## src/cbas_pkg.sv

```systemverilog
package cbas_pkg;
	localparam logic [7:0]  SP_ADDR       = 8'h81;
	localparam logic [7:0]  PSW_ADDR      = 8'hD0;
	localparam logic [7:0]  PROGRAM_STORE_CONTROL_ADDR    = 8'h8F;
	localparam logic [7:0]  SP_RESET      = 8'h07;
	localparam logic [7:0]  PSW_RESET     = 8'h00;
	localparam logic [7:0]  PROGRAM_STORE_CONTROL_RESET   = 8'h00;
	localparam int          BANK_LOW_POS  = 3;
	localparam int          BANK_HIGH_POS = 4;
	localparam int          STORE_WE_POS  = 0;
	localparam logic [7:0]  SFR_BASE      = 8'h80;
	localparam logic [7:0]  BIT_BYTE_BASE = 8'h20;
	localparam logic [15:0] FLASH_LAST    = 16'h807F;
	localparam logic [15:0] XRAM_LAST     = 16'h07FF;
	localparam logic [5:0]  RECORD_BITS   = 6'h20;
	localparam logic [7:0]  OP_NOP        = 8'h00;
	localparam logic [7:0]  OP_NOP_ALIAS  = 8'hA5;
	localparam logic [7:0]  OP_LONG_JUMP       = 8'h02;
	localparam logic [7:0]  OP_LONG_CALL      = 8'h12;
	localparam logic [7:0]  OP_RET        = 8'h22;
	localparam logic [7:0]  OP_INTERRUPT_RETURN       = 8'h32;
	localparam logic [7:0]  OP_SHORT_JUMP       = 8'h80;
	localparam logic [7:0]  OP_JMP_IND    = 8'h73;
	localparam logic [7:0]  OP_JZ         = 8'h60;
	localparam logic [7:0]  OP_JNZ        = 8'h70;
	localparam logic [7:0]  OP_COMPARE_JUMP_UNEQUAL_A_IMM = 8'hB4;
	localparam logic [7:0]  OP_COMPARE_JUMP_UNEQUAL_A_DIR = 8'hB5;
	localparam logic [6:0]  OP_COMPARE_JUMP_UNEQUAL_IND7  = 7'h5B;
	localparam logic [4:0]  OP_COMPARE_JUMP_UNEQUAL_REG5  = 5'h17;
	localparam logic [4:0]  OP_DECREMENT_JUMP_NONZERO_REG5  = 5'h1B;
	localparam logic [7:0]  OP_DECREMENT_JUMP_NONZERO_DIR   = 8'hD5;
	localparam logic [4:0]  OP_ABSOLUTE_JUMP_LOW5  = 5'h01;
	localparam logic [4:0]  OP_ABSOLUTE_CALL_LOW5 = 5'h11;
	localparam logic [1:0]  LEN_ONE       = 2'h1;
	localparam logic [1:0]  LEN_TWO       = 2'h2;
	localparam logic [1:0]  LEN_THREE     = 2'h3;
	localparam logic [2:0]  CYC_ONE       = 3'h1;
	localparam logic [2:0]  CYC_TWO       = 3'h2;
	localparam logic [2:0]  CYC_THREE     = 3'h3;
	localparam logic [2:0]  CYC_FOUR      = 3'h4;
	localparam logic [2:0]  CYC_FIVE      = 3'h5;
	typedef enum logic [2:0] {
		ST_IDLE      = 3'b000,
		ST_PUSH_HI   = 3'b001,
		ST_POP_WAIT  = 3'b010,
		ST_POP_TAKE  = 3'b011,
		ST_RET_ONE   = 3'b100,
		ST_RET_TWO   = 3'b101,
		ST_RET_THREE = 3'b110
	} cbas_state_t;
	typedef enum logic [1:0] {
		MODE_BANK_REG = 2'b00,
		MODE_INDIRECT = 2'b01,
		MODE_DIRECT   = 2'b10,
		MODE_BIT      = 2'b11
	} cbas_mode_t;
endpackage

```

## src/cbas_record_if.sv

```systemverilog
`timescale 1ns/1ps
interface cbas_record_if;
	logic       push_one;
	logic       push_two;
	logic       pop_one;
	logic       pop_two;
	logic       overflow;
	logic       underflow;
	logic [5:0] depth;
	modport core (output push_one, push_two, pop_one, pop_two,
		input overflow, underflow, depth);
	modport record (input push_one, push_two, pop_one, pop_two,
		output overflow, underflow, depth);
endinterface

```

## src/cbas_addr_map.sv

```systemverilog
`timescale 1ns/1ps
module cbas_addr_map (
	input wire logic              clk,
	input wire logic              reset,
	input wire cbas_pkg::cbas_mode_t mode,
	input wire logic [7:0]        operand,
	input wire logic [7:0]        pointer_value,
	input wire logic [1:0]        bank,
	output logic [7:0]            mapped_addr,
	output logic                  mapped_sfr,
	output logic [2:0]            mapped_bit
);
	import cbas_pkg::*;

	always_ff @(posedge clk) begin
		if (reset) begin
			mapped_addr <= 8'h00;
			mapped_sfr <= 1'b0;
			mapped_bit <= 3'h0;
		end else begin
			mapped_bit <= 3'h0;
			unique case (mode)
				MODE_BANK_REG: begin
					mapped_addr <= {3'b000, bank, operand[2:0]};
					mapped_sfr <= 1'b0;
				end
				MODE_INDIRECT: begin
					// Indirect above the low half lands in upper RAM, never SFRs
					mapped_addr <= pointer_value;
					mapped_sfr <= 1'b0;
				end
				MODE_DIRECT: begin
					mapped_addr <= operand;
					mapped_sfr <= operand >= SFR_BASE;
				end
				MODE_BIT: begin
					mapped_bit <= operand[2:0];
					if (operand < SFR_BASE) begin
						mapped_addr <= BIT_BYTE_BASE + {4'h0, operand[6:3]};
						mapped_sfr <= 1'b0;
					end else begin
						mapped_addr <= {operand[7:3], 3'b000};
						mapped_sfr <= 1'b1;
					end
				end
			endcase
		end
	end

	bank_reg_a: assert property (@(posedge clk) disable iff (reset)
		mode == MODE_BANK_REG |=> mapped_addr == {3'b000, $past(bank), $past(operand[2:0])})
		else $error("bank register address wrong");
	bit_byte_a: assert property (@(posedge clk) disable iff (reset)
		mode == MODE_BIT && operand < SFR_BASE
		|=> mapped_addr == 8'h20 + $past(operand) / 8 && !mapped_sfr)
		else $error("bit address byte wrong");
endmodule // cbas_addr_map

```

## src/cbas_core.sv

```systemverilog
`timescale 1ns/1ps
// Behaviour
// - long call/jump: 16-bit target, 3 bytes, 4 clocks
// - absolute forms replace low 11 bits of next
// - relative target is next address plus signed byte
// - accumulator zero jumps take 2 or 3
// - compare jumps 3/4, indirect form 4/5
// - decrement jump: register 2/3, direct 3/4
// - indirect jump: accumulator plus pointer, 3 clocks
// - opcode A5 behaves as one-clock no-op
// - register operands in bank, pointers R0/R1 only
// - low 32 bytes are four selectable banks
// - direct below 80 is RAM, above special
// - indirect above 7F reaches upper RAM
// - bit address below 80 maps to bytes 20 to 2F
// - memory space chosen by instruction type
// - flash spans 0000 through 807F
// - store enable bit turns data moves into flash writes
// - extra RAM 2048 bytes via data moves
// - push writes pointer plus one, then increments
// - reset loads stack pointer with 07
// - record shifts in one or two bits
// - record shifts out one or two bits
// - record overflow and underflow reported to debug
module cbas_core (
	input wire logic                 clk,
	input wire logic                 reset,
	input wire logic [7:0]           sfr_addr,
	input wire logic                 sfr_wr,
	input wire logic                 sfr_rd,
	input wire logic [7:0]           sfr_wdata,
	output logic [7:0]               sfr_rdata,
	input wire logic                 instr_valid,
	input wire logic [7:0]           opcode,
	input wire logic [7:0]           operand1,
	input wire logic [7:0]           operand2,
	input wire logic [15:0]          next_pc,
	input wire logic [7:0]           acc,
	input wire logic [15:0]          data_pointer,
	input wire logic [7:0]           operand_value,
	output logic                     dec_valid,
	output logic [1:0]               instr_length,
	output logic [2:0]               instr_cycles,
	output logic                     branch_taken,
	output logic [15:0]              branch_target,
	output logic [7:0]               dec_result,
	input wire cbas_pkg::cbas_mode_t addr_mode,
	input wire logic [7:0]           addr_operand,
	input wire logic [7:0]           pointer_value,
	output logic [7:0]               mapped_addr,
	output logic                     mapped_sfr,
	output logic [2:0]               mapped_bit,
	input wire logic                 push_req,
	input wire logic [7:0]           push_data,
	input wire logic                 pop_req,
	input wire logic                 sp_inc,
	input wire logic                 sp_dec,
	input wire logic                 irq_entry,
	input wire logic [15:0]          irq_pc,
	output logic                     stack_busy,
	output logic                     ram_rd,
	output logic                     ram_wr,
	output logic [7:0]               ram_addr,
	output logic [7:0]               ram_wdata,
	input wire logic [7:0]           ram_rdata,
	output logic [7:0]               pop_data,
	output logic                     pop_done,
	output logic                     ret_done,
	output logic [15:0]              ret_target,
	output logic                     record_overflow,
	output logic                     record_underflow,
	input wire logic [15:0]          code_addr,
	output logic                     code_in_flash,
	input wire logic                 xmove_wr,
	input wire logic [15:0]          xmove_addr,
	input wire logic [7:0]           xmove_data,
	output logic                     flash_wr,
	output logic                     xram_wr,
	output logic [15:0]              store_addr,
	output logic [7:0]               store_data
);
	import cbas_pkg::*;

	cbas_state_t state;
	logic [7:0]  stack_pointer;
	logic [7:0]  program_status_word;
	logic [7:0]  program_store_control;
	logic [7:0]  ret_hold;
	logic [7:0]  sp_up;
	logic [7:0]  sp_down;
	logic [1:0]  bank;
	logic        idle;
	logic        is_call;
	logic        is_ret;
	logic        grant_call;
	logic        grant_ret;
	logic        grant_push;
	logic        grant_pop;
	logic        grant_inc;
	logic        grant_dec;
	logic [15:0] call_pc;
	logic        long_rel;
	logic [7:0]  rel_byte;
	logic [15:0] rel_target;
	logic [7:0]  lhs;
	logic [7:0]  rhs;
	logic [7:0]  dec_value;
	logic [1:0]  next_len;
	logic [2:0]  next_cycles;
	logic        next_taken;
	logic [15:0] next_target;

	cbas_record_if rec ();

	cbas_stack_record u_record (
		.clk   (clk),
		.reset (reset),
		.rec   (rec)
	);

	assign bank = {program_status_word[BANK_HIGH_POS], program_status_word[BANK_LOW_POS]};

	cbas_addr_map u_map (
		.clk           (clk),
		.reset         (reset),
		.mode          (addr_mode),
		.operand       (addr_operand),
		.pointer_value (pointer_value),
		.bank          (bank),
		.mapped_addr   (mapped_addr),
		.mapped_sfr    (mapped_sfr),
		.mapped_bit    (mapped_bit)
	);

	assign sp_up = stack_pointer + 8'h01;
	assign sp_down = stack_pointer - 8'h01;
	assign idle = state == ST_IDLE;
	assign stack_busy = !idle;
	assign is_call = opcode == OP_LONG_CALL || opcode[4:0] == OP_ABSOLUTE_CALL_LOW5;
	assign is_ret = opcode == OP_RET || opcode == OP_INTERRUPT_RETURN;
	assign call_pc = irq_entry ? irq_pc : next_pc;

	// One stack action per idle cycle; anything else waits for the caller
	always_comb begin
		grant_call = 1'b0;
		grant_ret = 1'b0;
		grant_push = 1'b0;
		grant_pop = 1'b0;
		grant_inc = 1'b0;
		grant_dec = 1'b0;
		if (idle) begin
			if (irq_entry || (instr_valid && is_call)) begin
				grant_call = 1'b1;
			end else if (instr_valid && is_ret) begin
				grant_ret = 1'b1;
			end else if (push_req) begin
				grant_push = 1'b1;
			end else if (pop_req) begin
				grant_pop = 1'b1;
			end else if (sp_inc) begin
				grant_inc = 1'b1;
			end else if (sp_dec) begin
				grant_dec = 1'b1;
			end
		end
	end

	assign rec.push_one = grant_push || grant_inc;
	assign rec.push_two = grant_call;
	assign rec.pop_one = grant_pop || grant_dec;
	assign rec.pop_two = grant_ret;
	assign record_overflow = rec.overflow;
	assign record_underflow = rec.underflow;

	always_ff @(posedge clk) begin
		if (reset) begin
			state <= ST_IDLE;
			stack_pointer <= SP_RESET;
			ram_rd <= 1'b0;
			ram_wr <= 1'b0;
			ram_addr <= 8'h00;
			ram_wdata <= 8'h00;
			ret_hold <= 8'h00;
			pop_data <= 8'h00;
			pop_done <= 1'b0;
			ret_done <= 1'b0;
			ret_target <= 16'h0000;
		end else begin
			ram_rd <= 1'b0;
			ram_wr <= 1'b0;
			pop_done <= 1'b0;
			ret_done <= 1'b0;
			unique case (state)
				ST_IDLE: begin
					if (grant_call) begin
						ram_wr <= 1'b1;
						ram_addr <= sp_up;
						ram_wdata <= call_pc[7:0];
						ret_hold <= call_pc[15:8];
						stack_pointer <= sp_up;
						state <= ST_PUSH_HI;
					end else if (grant_ret || grant_pop) begin
						ram_rd <= 1'b1;
						ram_addr <= stack_pointer;
						stack_pointer <= sp_down;
						state <= grant_ret ? ST_RET_ONE : ST_POP_WAIT;
					end else if (grant_push) begin
						ram_wr <= 1'b1;
						ram_addr <= sp_up;
						ram_wdata <= push_data;
						stack_pointer <= sp_up;
					end else if (grant_inc) begin
						stack_pointer <= sp_up;
					end else if (grant_dec) begin
						stack_pointer <= sp_down;
					end else if (sfr_wr && sfr_addr == SP_ADDR) begin
						stack_pointer <= sfr_wdata;
					end
				end
				ST_PUSH_HI: begin
					ram_wr <= 1'b1;
					ram_addr <= sp_up;
					ram_wdata <= ret_hold;
					stack_pointer <= sp_up;
					state <= ST_IDLE;
				end
				ST_POP_WAIT: state <= ST_POP_TAKE;
				ST_POP_TAKE: begin
					pop_data <= ram_rdata;
					pop_done <= 1'b1;
					state <= ST_IDLE;
				end
				ST_RET_ONE: begin
					ram_rd <= 1'b1;
					ram_addr <= stack_pointer;
					stack_pointer <= sp_down;
					state <= ST_RET_TWO;
				end
				ST_RET_TWO: begin
					ret_hold <= ram_rdata;
					state <= ST_RET_THREE;
				end
				ST_RET_THREE: begin
					ret_target <= {ret_hold, ram_rdata};
					ret_done <= 1'b1;
					state <= ST_IDLE;
				end
				default: state <= ST_IDLE;
			endcase
		end
	end

	// Other special register bits stay in their own blocks
	always_ff @(posedge clk) begin
		if (reset) begin
			program_status_word <= PSW_RESET;
			program_store_control <= PROGRAM_STORE_CONTROL_RESET;
			sfr_rdata <= 8'h00;
		end else begin
			if (sfr_wr && sfr_addr == PSW_ADDR) begin
				program_status_word <= sfr_wdata;
			end
			if (sfr_wr && sfr_addr == PROGRAM_STORE_CONTROL_ADDR) begin
				program_store_control <= {7'h00, sfr_wdata[STORE_WE_POS]};
			end
			if (sfr_rd) begin
				unique case (sfr_addr)
					SP_ADDR: sfr_rdata <= stack_pointer;
					PSW_ADDR: sfr_rdata <= program_status_word;
					PROGRAM_STORE_CONTROL_ADDR: sfr_rdata <= program_store_control;
					default: sfr_rdata <= 8'h00;
				endcase
			end
		end
	end

	// Fetches and data moves use separate ports, so no address overlap check
	always_ff @(posedge clk) begin
		if (reset) begin
			code_in_flash <= 1'b0;
			flash_wr <= 1'b0;
			xram_wr <= 1'b0;
			store_addr <= 16'h0000;
			store_data <= 8'h00;
		end else begin
			code_in_flash <= code_addr <= FLASH_LAST;
			flash_wr <= xmove_wr && program_store_control[STORE_WE_POS]
				&& xmove_addr <= FLASH_LAST;
			xram_wr <= xmove_wr && !program_store_control[STORE_WE_POS]
				&& xmove_addr <= XRAM_LAST;
			if (xmove_wr) begin
				store_addr <= xmove_addr;
				store_data <= xmove_data;
			end
		end
	end

	assign long_rel = opcode[7:2] == OP_COMPARE_JUMP_UNEQUAL_A_IMM[7:2] || opcode[7:3] == OP_COMPARE_JUMP_UNEQUAL_REG5
		|| opcode == OP_DECREMENT_JUMP_NONZERO_DIR;
	assign rel_byte = long_rel ? operand2 : operand1;
	assign rel_target = next_pc + {{8{rel_byte[7]}}, rel_byte};
	assign dec_value = operand_value - 8'h01;
	assign lhs = (opcode == OP_COMPARE_JUMP_UNEQUAL_A_IMM || opcode == OP_COMPARE_JUMP_UNEQUAL_A_DIR) ? acc : operand_value;
	assign rhs = opcode == OP_COMPARE_JUMP_UNEQUAL_A_DIR ? operand_value : operand1;

	always_comb begin
		next_len = LEN_ONE;
		next_cycles = CYC_ONE;
		next_taken = 1'b0;
		next_target = next_pc;
		if (opcode == OP_LONG_CALL || opcode == OP_LONG_JUMP) begin
			next_len = LEN_THREE;
			next_cycles = CYC_FOUR;
			next_taken = 1'b1;
			next_target = {operand1, operand2};
		end else if (opcode[4:0] == OP_ABSOLUTE_JUMP_LOW5 || opcode[4:0] == OP_ABSOLUTE_CALL_LOW5) begin
			next_len = LEN_TWO;
			next_cycles = CYC_THREE;
			next_taken = 1'b1;
			next_target = {next_pc[15:11], opcode[7:5], operand1};
		end else if (is_ret) begin
			next_cycles = CYC_FIVE;
		end else if (opcode == OP_SHORT_JUMP) begin
			next_len = LEN_TWO;
			next_cycles = CYC_THREE;
			next_taken = 1'b1;
			next_target = rel_target;
		end else if (opcode == OP_JMP_IND) begin
			next_cycles = CYC_THREE;
			next_taken = 1'b1;
			next_target = data_pointer + {8'h00, acc};
		end else if (opcode == OP_JZ || opcode == OP_JNZ) begin
			next_len = LEN_TWO;
			next_taken = (acc == 8'h00) ^ (opcode == OP_JNZ);
			next_cycles = next_taken ? CYC_THREE : CYC_TWO;
			next_target = rel_target;
		end else if (opcode[7:1] == OP_COMPARE_JUMP_UNEQUAL_IND7) begin
			next_len = LEN_THREE;
			next_taken = lhs != rhs;
			next_cycles = next_taken ? CYC_FIVE : CYC_FOUR;
			next_target = rel_target;
		end else if (opcode[7:2] == OP_COMPARE_JUMP_UNEQUAL_A_IMM[7:2] || opcode[7:3] == OP_COMPARE_JUMP_UNEQUAL_REG5) begin
			next_len = LEN_THREE;
			next_taken = lhs != rhs;
			next_cycles = next_taken ? CYC_FOUR : CYC_THREE;
			next_target = rel_target;
		end else if (opcode[7:3] == OP_DECREMENT_JUMP_NONZERO_REG5) begin
			next_len = LEN_TWO;
			next_taken = dec_value != 8'h00;
			next_cycles = next_taken ? CYC_THREE : CYC_TWO;
			next_target = rel_target;
		end else if (opcode == OP_DECREMENT_JUMP_NONZERO_DIR) begin
			next_len = LEN_THREE;
			next_taken = dec_value != 8'h00;
			next_cycles = next_taken ? CYC_FOUR : CYC_THREE;
			next_target = rel_target;
		end
	end

	always_ff @(posedge clk) begin
		if (reset) begin
			dec_valid <= 1'b0;
			instr_length <= LEN_ONE;
			instr_cycles <= CYC_ONE;
			branch_taken <= 1'b0;
			branch_target <= 16'h0000;
			dec_result <= 8'h00;
		end else begin
			dec_valid <= instr_valid;
			if (instr_valid) begin
				instr_length <= next_len;
				instr_cycles <= next_cycles;
				branch_taken <= next_taken;
				branch_target <= next_target;
				dec_result <= dec_value;
			end
		end
	end

	sp_reset_a: assert property (@(posedge clk) disable iff (reset)
		$fell(reset) |-> stack_pointer == 8'h07)
		else $error("stack pointer reset value wrong");
	push_slot_a: assert property (@(posedge clk) disable iff (reset)
		grant_push |=> ram_wr && ram_addr == $past(sp_up) && stack_pointer == ram_addr)
		else $error("push slot wrong");
	pop_slot_a: assert property (@(posedge clk) disable iff (reset)
		grant_pop |=> ram_rd && ram_addr == $past(stack_pointer) ##2 pop_done)
		else $error("pop order wrong");
	call_bytes_a: assert property (@(posedge clk) disable iff (reset)
		grant_call |=> ram_wdata == $past(call_pc[7:0])
		##1 ram_wr && ram_wdata == $past(call_pc[15:8], 2))
		else $error("call byte order wrong");
	ret_done_a: assert property (@(posedge clk) disable iff (reset)
		grant_ret |-> ##4 ret_done)
		else $error("return not completed in time");
	long_branch_a: assert property (@(posedge clk) disable iff (reset)
		instr_valid && opcode == OP_LONG_JUMP
		|=> branch_target == {$past(operand1), $past(operand2)} && instr_cycles == 3'h4
		&& instr_length == 2'h3)
		else $error("long branch decode wrong");
	abs_page_a: assert property (@(posedge clk) disable iff (reset)
		instr_valid && opcode[4:0] == OP_ABSOLUTE_JUMP_LOW5
		|=> branch_target[15:11] == $past(next_pc[15:11]) && branch_target[7:0] == $past(operand1))
		else $error("absolute target leaves page");
	short_jump_target_a: assert property (@(posedge clk) disable iff (reset)
		instr_valid && opcode == OP_SHORT_JUMP
		|=> branch_target == 16'($past(next_pc) + {{8{$past(operand1[7])}}, $past(operand1)}))
		else $error("relative target wrong");
	acc_jump_a: assert property (@(posedge clk) disable iff (reset)
		instr_valid && opcode == OP_JZ && acc != 8'h00 |=> !branch_taken && instr_cycles == 3'h2)
		else $error("zero jump timing wrong");
	compare_jump_unequal_ind_a: assert property (@(posedge clk) disable iff (reset)
		instr_valid && opcode[7:1] == OP_COMPARE_JUMP_UNEQUAL_IND7 && operand_value != operand1
		|=> branch_taken && instr_cycles == 3'h5)
		else $error("indirect compare timing wrong");
	decrement_jump_nonzero_one_a: assert property (@(posedge clk) disable iff (reset)
		instr_valid && opcode == OP_DECREMENT_JUMP_NONZERO_DIR && operand_value == 8'h01
		|=> !branch_taken && instr_cycles == 3'h3 && dec_result == 8'h00)
		else $error("decrement jump wrong");
	nop_alias_a: assert property (@(posedge clk) disable iff (reset)
		instr_valid && opcode == OP_NOP_ALIAS |=> instr_cycles == 3'h1 && instr_length == 2'h1
		&& !branch_taken)
		else $error("unused opcode not a no-op");
	store_gate_a: assert property (@(posedge clk) disable iff (reset)
		flash_wr |-> program_store_control[0] && !xram_wr)
		else $error("flash written without enable");
endmodule // cbas_core

```

## src/cbas_stack_record.sv

```systemverilog
`timescale 1ns/1ps
module cbas_stack_record (
	input wire logic      clk,
	input wire logic      reset,
	cbas_record_if.record rec
);
	import cbas_pkg::*;
	logic [31:0] bits;
	logic [5:0]  depth;
	logic [5:0]  push_n;
	logic [5:0]  pop_n;
	logic [6:0]  depth_sum;

	assign push_n = rec.push_two ? 6'h02 : (rec.push_one ? 6'h01 : 6'h00);
	assign pop_n = rec.pop_two ? 6'h02 : (rec.pop_one ? 6'h01 : 6'h00);
	assign depth_sum = {1'b0, depth} + {1'b0, push_n};
	assign rec.depth = depth;

	// Call frames record ones, data pushes zeros; oldest bits fall off the top
	always_ff @(posedge clk) begin
		if (reset) begin
			bits <= 32'h00000000;
			depth <= 6'h00;
			rec.overflow <= 1'b0;
			rec.underflow <= 1'b0;
		end else begin
			rec.overflow <= 1'b0;
			rec.underflow <= 1'b0;
			if (rec.push_two) begin
				bits <= {bits[29:0], 2'b11};
			end else if (rec.push_one) begin
				bits <= {bits[30:0], 1'b0};
			end else if (rec.pop_two) begin
				bits <= {2'b00, bits[31:2]};
			end else if (rec.pop_one) begin
				bits <= {1'b0, bits[31:1]};
			end
			if (push_n != 6'h00) begin
				if (depth_sum > {1'b0, RECORD_BITS}) begin
					rec.overflow <= 1'b1;
					depth <= RECORD_BITS;
				end else begin
					depth <= depth_sum[5:0];
				end
			end else if (pop_n != 6'h00) begin
				if (depth < pop_n) begin
					rec.underflow <= 1'b1;
					depth <= 6'h00;
				end else begin
					depth <= depth - pop_n;
				end
			end
		end
	end

	record_full_a: assert property (@(posedge clk) disable iff (reset)
		rec.push_one && !rec.push_two && depth == RECORD_BITS |=> rec.overflow)
		else $error("record overflow not flagged");
	record_empty_a: assert property (@(posedge clk) disable iff (reset)
		rec.pop_two && !rec.push_one && !rec.push_two && depth == 6'h01 |=> rec.underflow)
		else $error("record underflow not flagged");
endmodule // cbas_stack_record

```

## config.mk

```make
export PLATFORM = sky130hd
export DESIGN_NAME = cbas_core
export DESIGN_NICKNAME = d
export VERILOG_FILES = /design/src/cbas_pkg.sv /design/src/cbas_record_if.sv /design/src/cbas_addr_map.sv /design/src/cbas_core.sv /design/src/cbas_stack_record.sv
export SDC_FILE = /design/constraint.sdc
export NUM_CORES = 1
export LEC_CHECK = 0
export BUFFER_PORTS_ARGS = -buffer_cell sky130_fd_sc_hd__buf_2
export CORE_UTILIZATION = 40
export CTS_CLUSTER_SIZE = 30
export DETAILED_ROUTE_END_ITERATION = 8
export PLACE_DENSITY = 0.74
export RECOVER_POWER = 50
export REMOVE_ABC_BUFFERS = 1
export SYNTH_ARGS = -nofsm -noshare
export SYNTH_HDL_FRONTEND = slang
export SYNTH_SLANG_ARGS = --single-unit
```

## constraint.sdc

```tcl
create_clock -name clk -period 5 [get_ports clk]
set_input_delay 1.25 -clock clk [delete_from_list [all_inputs] [get_ports clk]]
set_output_delay 1.25 -clock clk [all_outputs]
set_load 0.01 [all_outputs]
```

; Word level (Yosys, flattened, before mapping)
; Index checks and enable logic that the tools add are counted.
[word_totals]
ff_bits = 158
latch_bits = 0
mem_bits_rw = 0
mem_bits_ro = 0
input_bits = 189
out_inout_bits = 125
wordCells = 248
memories = 0
[op_classes]
add_sub_neg = 8
multipliers = 0
div_mod_pow = 0
order_cmp = 7
eq_ne = 36
n_shift = 0
muxes = 121
bitwise = 4
reduce_logical = 41
[op_table]
columns = operator, n
row1 = 16-bit 2-to-1 mux, 11
row2 = 8-bit 2-to-1 mux, 17
row3 = 8-bit one-hot mux with 3 select lines, 3
row4 = 8-bit equality test (second input constant), 7
row5 = 1-bit 2-to-1 mux, 52
row6 = 3-bit 2-to-1 mux, 15
row7 = 6-bit 2-to-1 mux, 6
row8 = 16-bit less-or-equal comparator (second input constant), 2
row9 = 8-bit one-hot mux with 2 select lines, 2
row10 = 8-bit one-hot mux with 4 select lines, 1
row11 = 8-bit by 7-bit equality test with 1-bit output (second input constant), 3
row12 = 2-bit 2-to-1 mux, 10
row13 = 16-bit adder, 1
row14 = 16-bit by 8-bit adder with 16-bit output, 1
row15 = 8-bit by 6-bit equality test with 1-bit output (second input constant), 2
row16 = 16-bit by 11-bit less-or-equal comparator with 1-bit output (second input constant), 1
row17 = 8-bit by 1-bit subtractor with 8-bit output (second input constant), 2
row18 = 5-bit equality test (second input constant), 3
row19 = 1-bit logical OR, 12
row20 = 3-bit one-hot mux with 4 select lines, 1
row21 = 6-bit nonzero test, 2
row22 = 3-bit equality test (second input constant), 3
row23 = 1-bit logical AND, 9
row24 = 8-bit by 1-bit adder with 8-bit output (second input constant), 1
row25 = other kinds (37), 50

; Logic depth before layout (Yosys ltp)
[depth]
depth_word = 15
mapped_depth = 16
ltp_nobuf = 14

; Hierarchy
; A second synthesis with hierarchy kept.
[unflattened]
cells_unflattened = 1255
area_unflattened_um2 = 10217.3
[modules_own_cells]
columns = mod, instances, cells_each, area_per_inst_um2, seq_area_each_um2
row1 = cbas_core, 1, 1097, 8891.0, 2762.6
row2 = cbas_stack_record, 1, 104, 824.5, 160.2
row3 = cbas_addr_map, 1, 54, 501.7, 240.2

; Worst setup path before layout
; No wires, ideal clock.
[synth_timing]
path_type = input -> register
from = in opcode[3]
to = reg branch_target[15]
arrival_ns = 4.650
slack_ns = 0.291
cell_stages = 14
path_buffers = 2
cell_sequence = buf_2 -> nand4bb_1 -> o22ai_1 -> clkbuf_1 -> mux2_2 -> ha_1 -> a2111oi_0 -> o21ai_0 -> a221oi_1 -> o21ai_0 -> a31oi_1 -> xor3_1 -> a221oi_1 -> o31a_1
[synth_via]
elab_chain_len = 15
word_cells_on_any_way = 33
[synth_lines]
columns = item, line
row1 = from (decl), cbas_core.sv:34  ; input wire logic [7:0] opcode,
row2 = 6-bit equality test / 5-bit equality test (equally long branches), "cbas_core.sv:298, cbas_core.sv:342"
row3 = 1-bit logical OR, "cbas_core.sv:298, cbas_core.sv:342"
row4 = 1-bit logical OR, cbas_core.sv:299  ; || opcode == OP_DECREMENT_JUMP_NONZERO_DIR;
row5 = 8-bit 2-to-1 mux, cbas_core.sv:300  ; assign rel_byte = long_rel ? operand2 : operand1;
row6 = 16-bit adder, cbas_core.sv:301  ; assign rel_target = next_pc + {{8{rel_byte[7]}}, rel_byte};
row7 = 16-bit 2-to-1 mux, cbas_core.sv:352  ; end else if (opcode == OP_DECREMENT_JUMP_NONZERO_DIR) begin
row8 = 16-bit 2-to-1 mux, cbas_core.sv:347  ; end else if (opcode[7:3] == OP_DECREMENT_JUMP_NONZERO_REG5) begin
row9 = 16-bit 2-to-1 mux, cbas_core.sv:342  ; end else if (opcode[7:2] == OP_COMPARE_JUMP_UNEQUAL_A_IMM[7:2] || opcode[7:3] == OP_COMPARE_JUMP_UNEQUAL_REG5) ...
row10 = 16-bit 2-to-1 mux, cbas_core.sv:337  ; end else if (opcode[7:1] == OP_COMPARE_JUMP_UNEQUAL_IND7) begin
row11 = 16-bit 2-to-1 mux, cbas_core.sv:332  ; end else if (opcode == OP_JZ || opcode == OP_JNZ) begin
row12 = 16-bit 2-to-1 mux, cbas_core.sv:328  ; end else if (opcode == OP_JMP_IND) begin
row13 = 16-bit 2-to-1 mux, cbas_core.sv:323  ; end else if (opcode == OP_SHORT_JUMP) begin
row14 = 16-bit 2-to-1 mux, cbas_core.sv:321  ; end else if (is_ret) begin
row15 = 16-bit 2-to-1 mux, cbas_core.sv:316  ; end else if (opcode[4:0] == OP_ABSOLUTE_JUMP_LOW5 || opcode[4:0] == OP_ABSOLUTE_CALL_LOW5) begin
row16 = 16-bit 2-to-1 mux *, cbas_core.sv:311  ; if (opcode == OP_LONG_CALL || opcode == OP_LONG_JUMP) begin
row17 = to (signal assigned), cbas_core.sv:374  ; branch_target <= next_target;
row18 = to (decl), cbas_core.sv:45  ; output logic [15:0] branch_target,
; Every way passes the cells marked *; elsewhere a longest branch is shown, timed or not.
; A chain may end at the register's enable or synchronous reset.

; Worst setup path in the final report
[layout_timing]
from = in opcode[1]
to = reg branch_target[13]
[layout_via]
elab_chain_len = 14
word_cells_on_any_way = 29
[layout_lines]
columns = item, line
row1 = 8-bit equality test, "cbas_core.sv:299, cbas_core.sv:352"
row2 = 1-bit logical OR, cbas_core.sv:299
row3 = 8-bit 2-to-1 mux, cbas_core.sv:300
row4 = 16-bit adder, cbas_core.sv:301
row5 = 16-bit 2-to-1 mux, cbas_core.sv:352
row6 = 16-bit 2-to-1 mux, cbas_core.sv:347
row7 = 16-bit 2-to-1 mux, cbas_core.sv:342
row8 = 16-bit 2-to-1 mux, cbas_core.sv:337
row9 = 16-bit 2-to-1 mux, cbas_core.sv:332
row10 = 16-bit 2-to-1 mux, cbas_core.sv:328
row11 = 16-bit 2-to-1 mux, cbas_core.sv:323
row12 = 16-bit 2-to-1 mux, cbas_core.sv:321
row13 = 16-bit 2-to-1 mux, cbas_core.sv:316
row14 = 16-bit 2-to-1 mux *, cbas_core.sv:311
; Marks and branches as above.

==> impl_metrics.ini <==
[status]
run_status = finished with violations
failed_checks = capacitance limit, slew limit

[grt]
wire_length_of_the_first_global_routing_pass_um = 48110
number_of_antenna_violations_at_the_first_check_in_global_routing = 1
globalRouteOverflowTotal = 0
grt_max_degree = 84
vias_in_the_first_global_route = 9155
gr-usage-all-layers = 0.2474

[routing]
postRouteWirelength_um = 32240
antenna_left = 0
routed_via_density = 5.636
avgRoutedWirePerCell_um = 17.28
detailroute.via_count = 10520
drt_pass1_iterations = 5
drt_drc_violations_left = 0
drt_iter0_drc = 990

[final_layout]
final-instance-count-excl-fill = 1866
synthToLayoutAreaGrowth_pct = 25.28
layout_cell_share_with_drive_strength_beyond_1 = 0.2199
nNetsFinal = 1760

[floorplanning]
fp.dieW_um = 158.5
row_count = 56
boundary_pin_count = 314
core-area_um2 = 23750
die_height_um = 158.5
floorplan.die_area_um2 = 25110
initial_utilization = 0.4122

[critical_path]
path_buf_inv = 2
worst_setup_path_end_kind = flip-flop
reg2reg_setup_slack_ns = 1.36
cp_data_arrival_time_ns = 4.87
critPathRequiredTime_ns = 5.30
timing.critical_path.max_delay_family = compound AO/OA/AOI/OAI gates
crit_path_max_fanout = 11
rr_worst_depth = 13
timing.critical_path.cells = buf_2, nand4bb_1, o22ai_1, buf_4, mux2_2, ha_1, a211oi_1, o21ai_0, a221oi_1, o21ai_0, xor2_1, o221ai_1, a21o_1, a211oi_1
max_stage_delay_ns = 0.42
crit_path_top_delay_cell = a221oi_1
worstReg2RegEnd = u_record.rec.depth[3]
critical_path_class = in -> reg
worstReg2RegStart = state[2]
startpoint_type = input pin
worstSetupStartpoint = opcode[1]

[power_and_ir_drop]
vdd.ir_drop.worst_v = 0.0002216
power.density_nw_per_um2 = 292.7
fin_total_pwr_mw = 3.591
p_leak_nw = 5.194

[clock_network]
clk-insertion-delay-late_ns = 0.43
cts.sink_count = 158
cts_setup_buffers = 0
clk_buf_depth = 2
cts.clk_slew.worst_paths_ns = 0.07
cts_htree_levels = 4
postCtsHoldBufs = 0
tritoncts.num_buffers = 17
tritoncts = built
clk_root_buffer_cell = clkbuf_16
cts_repair_resize_count = 0

[yosys]
ys_types = 77
most_instantiated_flip_flop_cell_in_the_synthesis_netlist = dfxtp_1
netlist_instances = 1241
area_share_of_the_largest_cell_type_after_synthesis = 0.3230
avgSynthCellArea_um2 = 7.890
synth_seq_cells = 158
netlist_top_cells_area = dfxtp_1 32%, nor2_1 6.6%, a21oi_1 5.3%, mux2i_1 5.2%, a211oi_1 5.0%
synth_sequential_area_ratio = 0.3230
yosys.cell_count.top_type = nor2_1
post-synth-top-area-cell = dfxtp_1
netlist_top_cells_count = 173 x nor2_1, 158 x dfxtp_1, 126 x nand2_1
synth.cell_area_um2 = 9792
asyncSetResetFlopFracSynth = 0
synth_edf_count = 0
synth-warning-count = 0

[hold_path]
timing.hold.worst.start = ret_target[5]
worst_hold_path_type = reg -> reg
holdPathEnd = ret_target[5]
hold_path_cells = 2

[sta]
timing.slew.headroom = -1.317
drv_slew = 75
final.period_utilization = 0.9136
worst-slew-pin-transition_ns = 3.476
skew_ns = 0.01201
fin_tns_setup_ns = 0
grt_setup_unrepaired = false
endpoints_failing_hold = 0
timing.final.setup_violations = 0
post-route-min-period_ns = 4.568
max_freq_mhz = 218.9

[flow_run]
max-cap-violations = 1

[place]
place.port_buffers = 306
post-place-cells = 1834
detailed_place_hpwl_um = 24380
place_congestion = 0.9577
-- how the worst max path moves through the flow --
stage / endpoint / cells after the start
after global placement: branch_target[13] / 14
final: branch_target[13] / 14
after floorplan: u_record.rec.depth[2] / 12
after CTS: branch_target[13] / 14
after global routing: branch_target[15] / 14
after detailed placement: branch_target[13] / 14
-- metrics by stage --
stage | cell area, um2 | worst slack, ns | utilization | hold WS [ns]
after floorplan | 9469 | -0.6430 | - | 0.4300
after global placement | 11780 | 0.1926 | 0.4961 | 0.4403
after detailed placement | 11780 | 0.1021 | 0.4961 | 0.4459
after CTS | 12360 | 0.5265 | 0.5204 | 0.4562
after global routing | 12260 | 0.2052 | 0.5163 | 0.4795
final | 12270 | 0.4319 | 0.5164 | 0.4543
-- report_power, final --
part           internal (mW)  total (mW)  switching [mW]
clock network          0.703        1.30           0.595
logic                  0.372       0.870           0.498
registers               1.34        1.42          0.0794
total                   2.42        3.59            1.17
-- cell type report --
type	instances	area [um2]
Antenna cell	1	2.502
Clock buffer	17	425.4
Clock inverter	14	152.6
Fill cell	2305	11490
Inverter	22	82.58
Multi-Input combinational cell	981	6232
Sequential cell	158	3163
Tap cell	319	399.1
Timing Repair Buffer	354	1809
-- per-layer routing --
metal / track usage / vias up / wire length [um]
met1: 0.3173 / 4866 / 14060
met3: 0.04600 / 46 / 2671
li1: - / 5110 / -
met2: 0.4135 / 494 / 14860
met5: 0 / - / 0
met4: 0.08562 / 0 / 646
-- tightest hold or removal path, cell delays in order (launching register included) --
cell and delay, ns:
dfxtp_1 0.31, nand2_1 0.05, a21oi_1 0.05
-- state kept, by name, summed over array words and instances, names as in the netlist, 2 cells and up --
signal               cells
instr_length             2
u_map.mapped_bit         3
sfr_rdata                8
branch_target           16
u_record.rec.depth       6
instr_cycles             3
ram_wdata                8
store_addr              16
ram_addr                 8
program_status_word      8
u_map.mapped_addr        8
ret_hold                 8
store_data               8
stack_pointer            8
pop_data                 8
dec_result               8
state                    3
ret_target              16
-- layout by cell type, fill, tap and decap left out, types with 5 or more instances in the layout --
master / instances
a22oi_1: 10
mux2i_1: 51
xor2_1: 41
inv_1: 21
mux2_2: 10
nor2b_1: 10
nor3_1: 35
or4_1: 6
nor2_1: 172
nand2_1: 126
ha_1: 33
and3_1: 11
nand3_1: 33
a211oi_1: 65
a221oi_1: 11
o31ai_1: 5
clkbuf_16: 17
a31oi_1: 9
or2_2: 5
nand3b_1: 7
buf_2: 230
a311oi_1: 10
o21ai_0: 42
a21oi_1: 103
o22ai_1: 12
xnor2_1: 23
o211ai_1: 9
a2111oi_0: 8
nand2b_1: 13
nand4_1: 6
buf_4: 47
dfxtp_1: 158
o221ai_1: 8
nor4_1: 15
a21o_1: 10
clkbuf_1: 76
or3_1: 15
and2_1: 7
-- logic make-up (layout without fill, tap and decap cells) --
family	Yosys count	after routing	share of synthesized area
simple gates	484	484	0.2351
compound gates	334	334	0.2268
flops	158	158	0.3230
buf+inv	102	407	0.04140
xor+xnor	65	65	0.05967
mux	61	61	0.06363
fa+ha+maj	37	37	0.05035
other cells	0	1	0
Note: power is estimated with default switching activity, not from simulation.
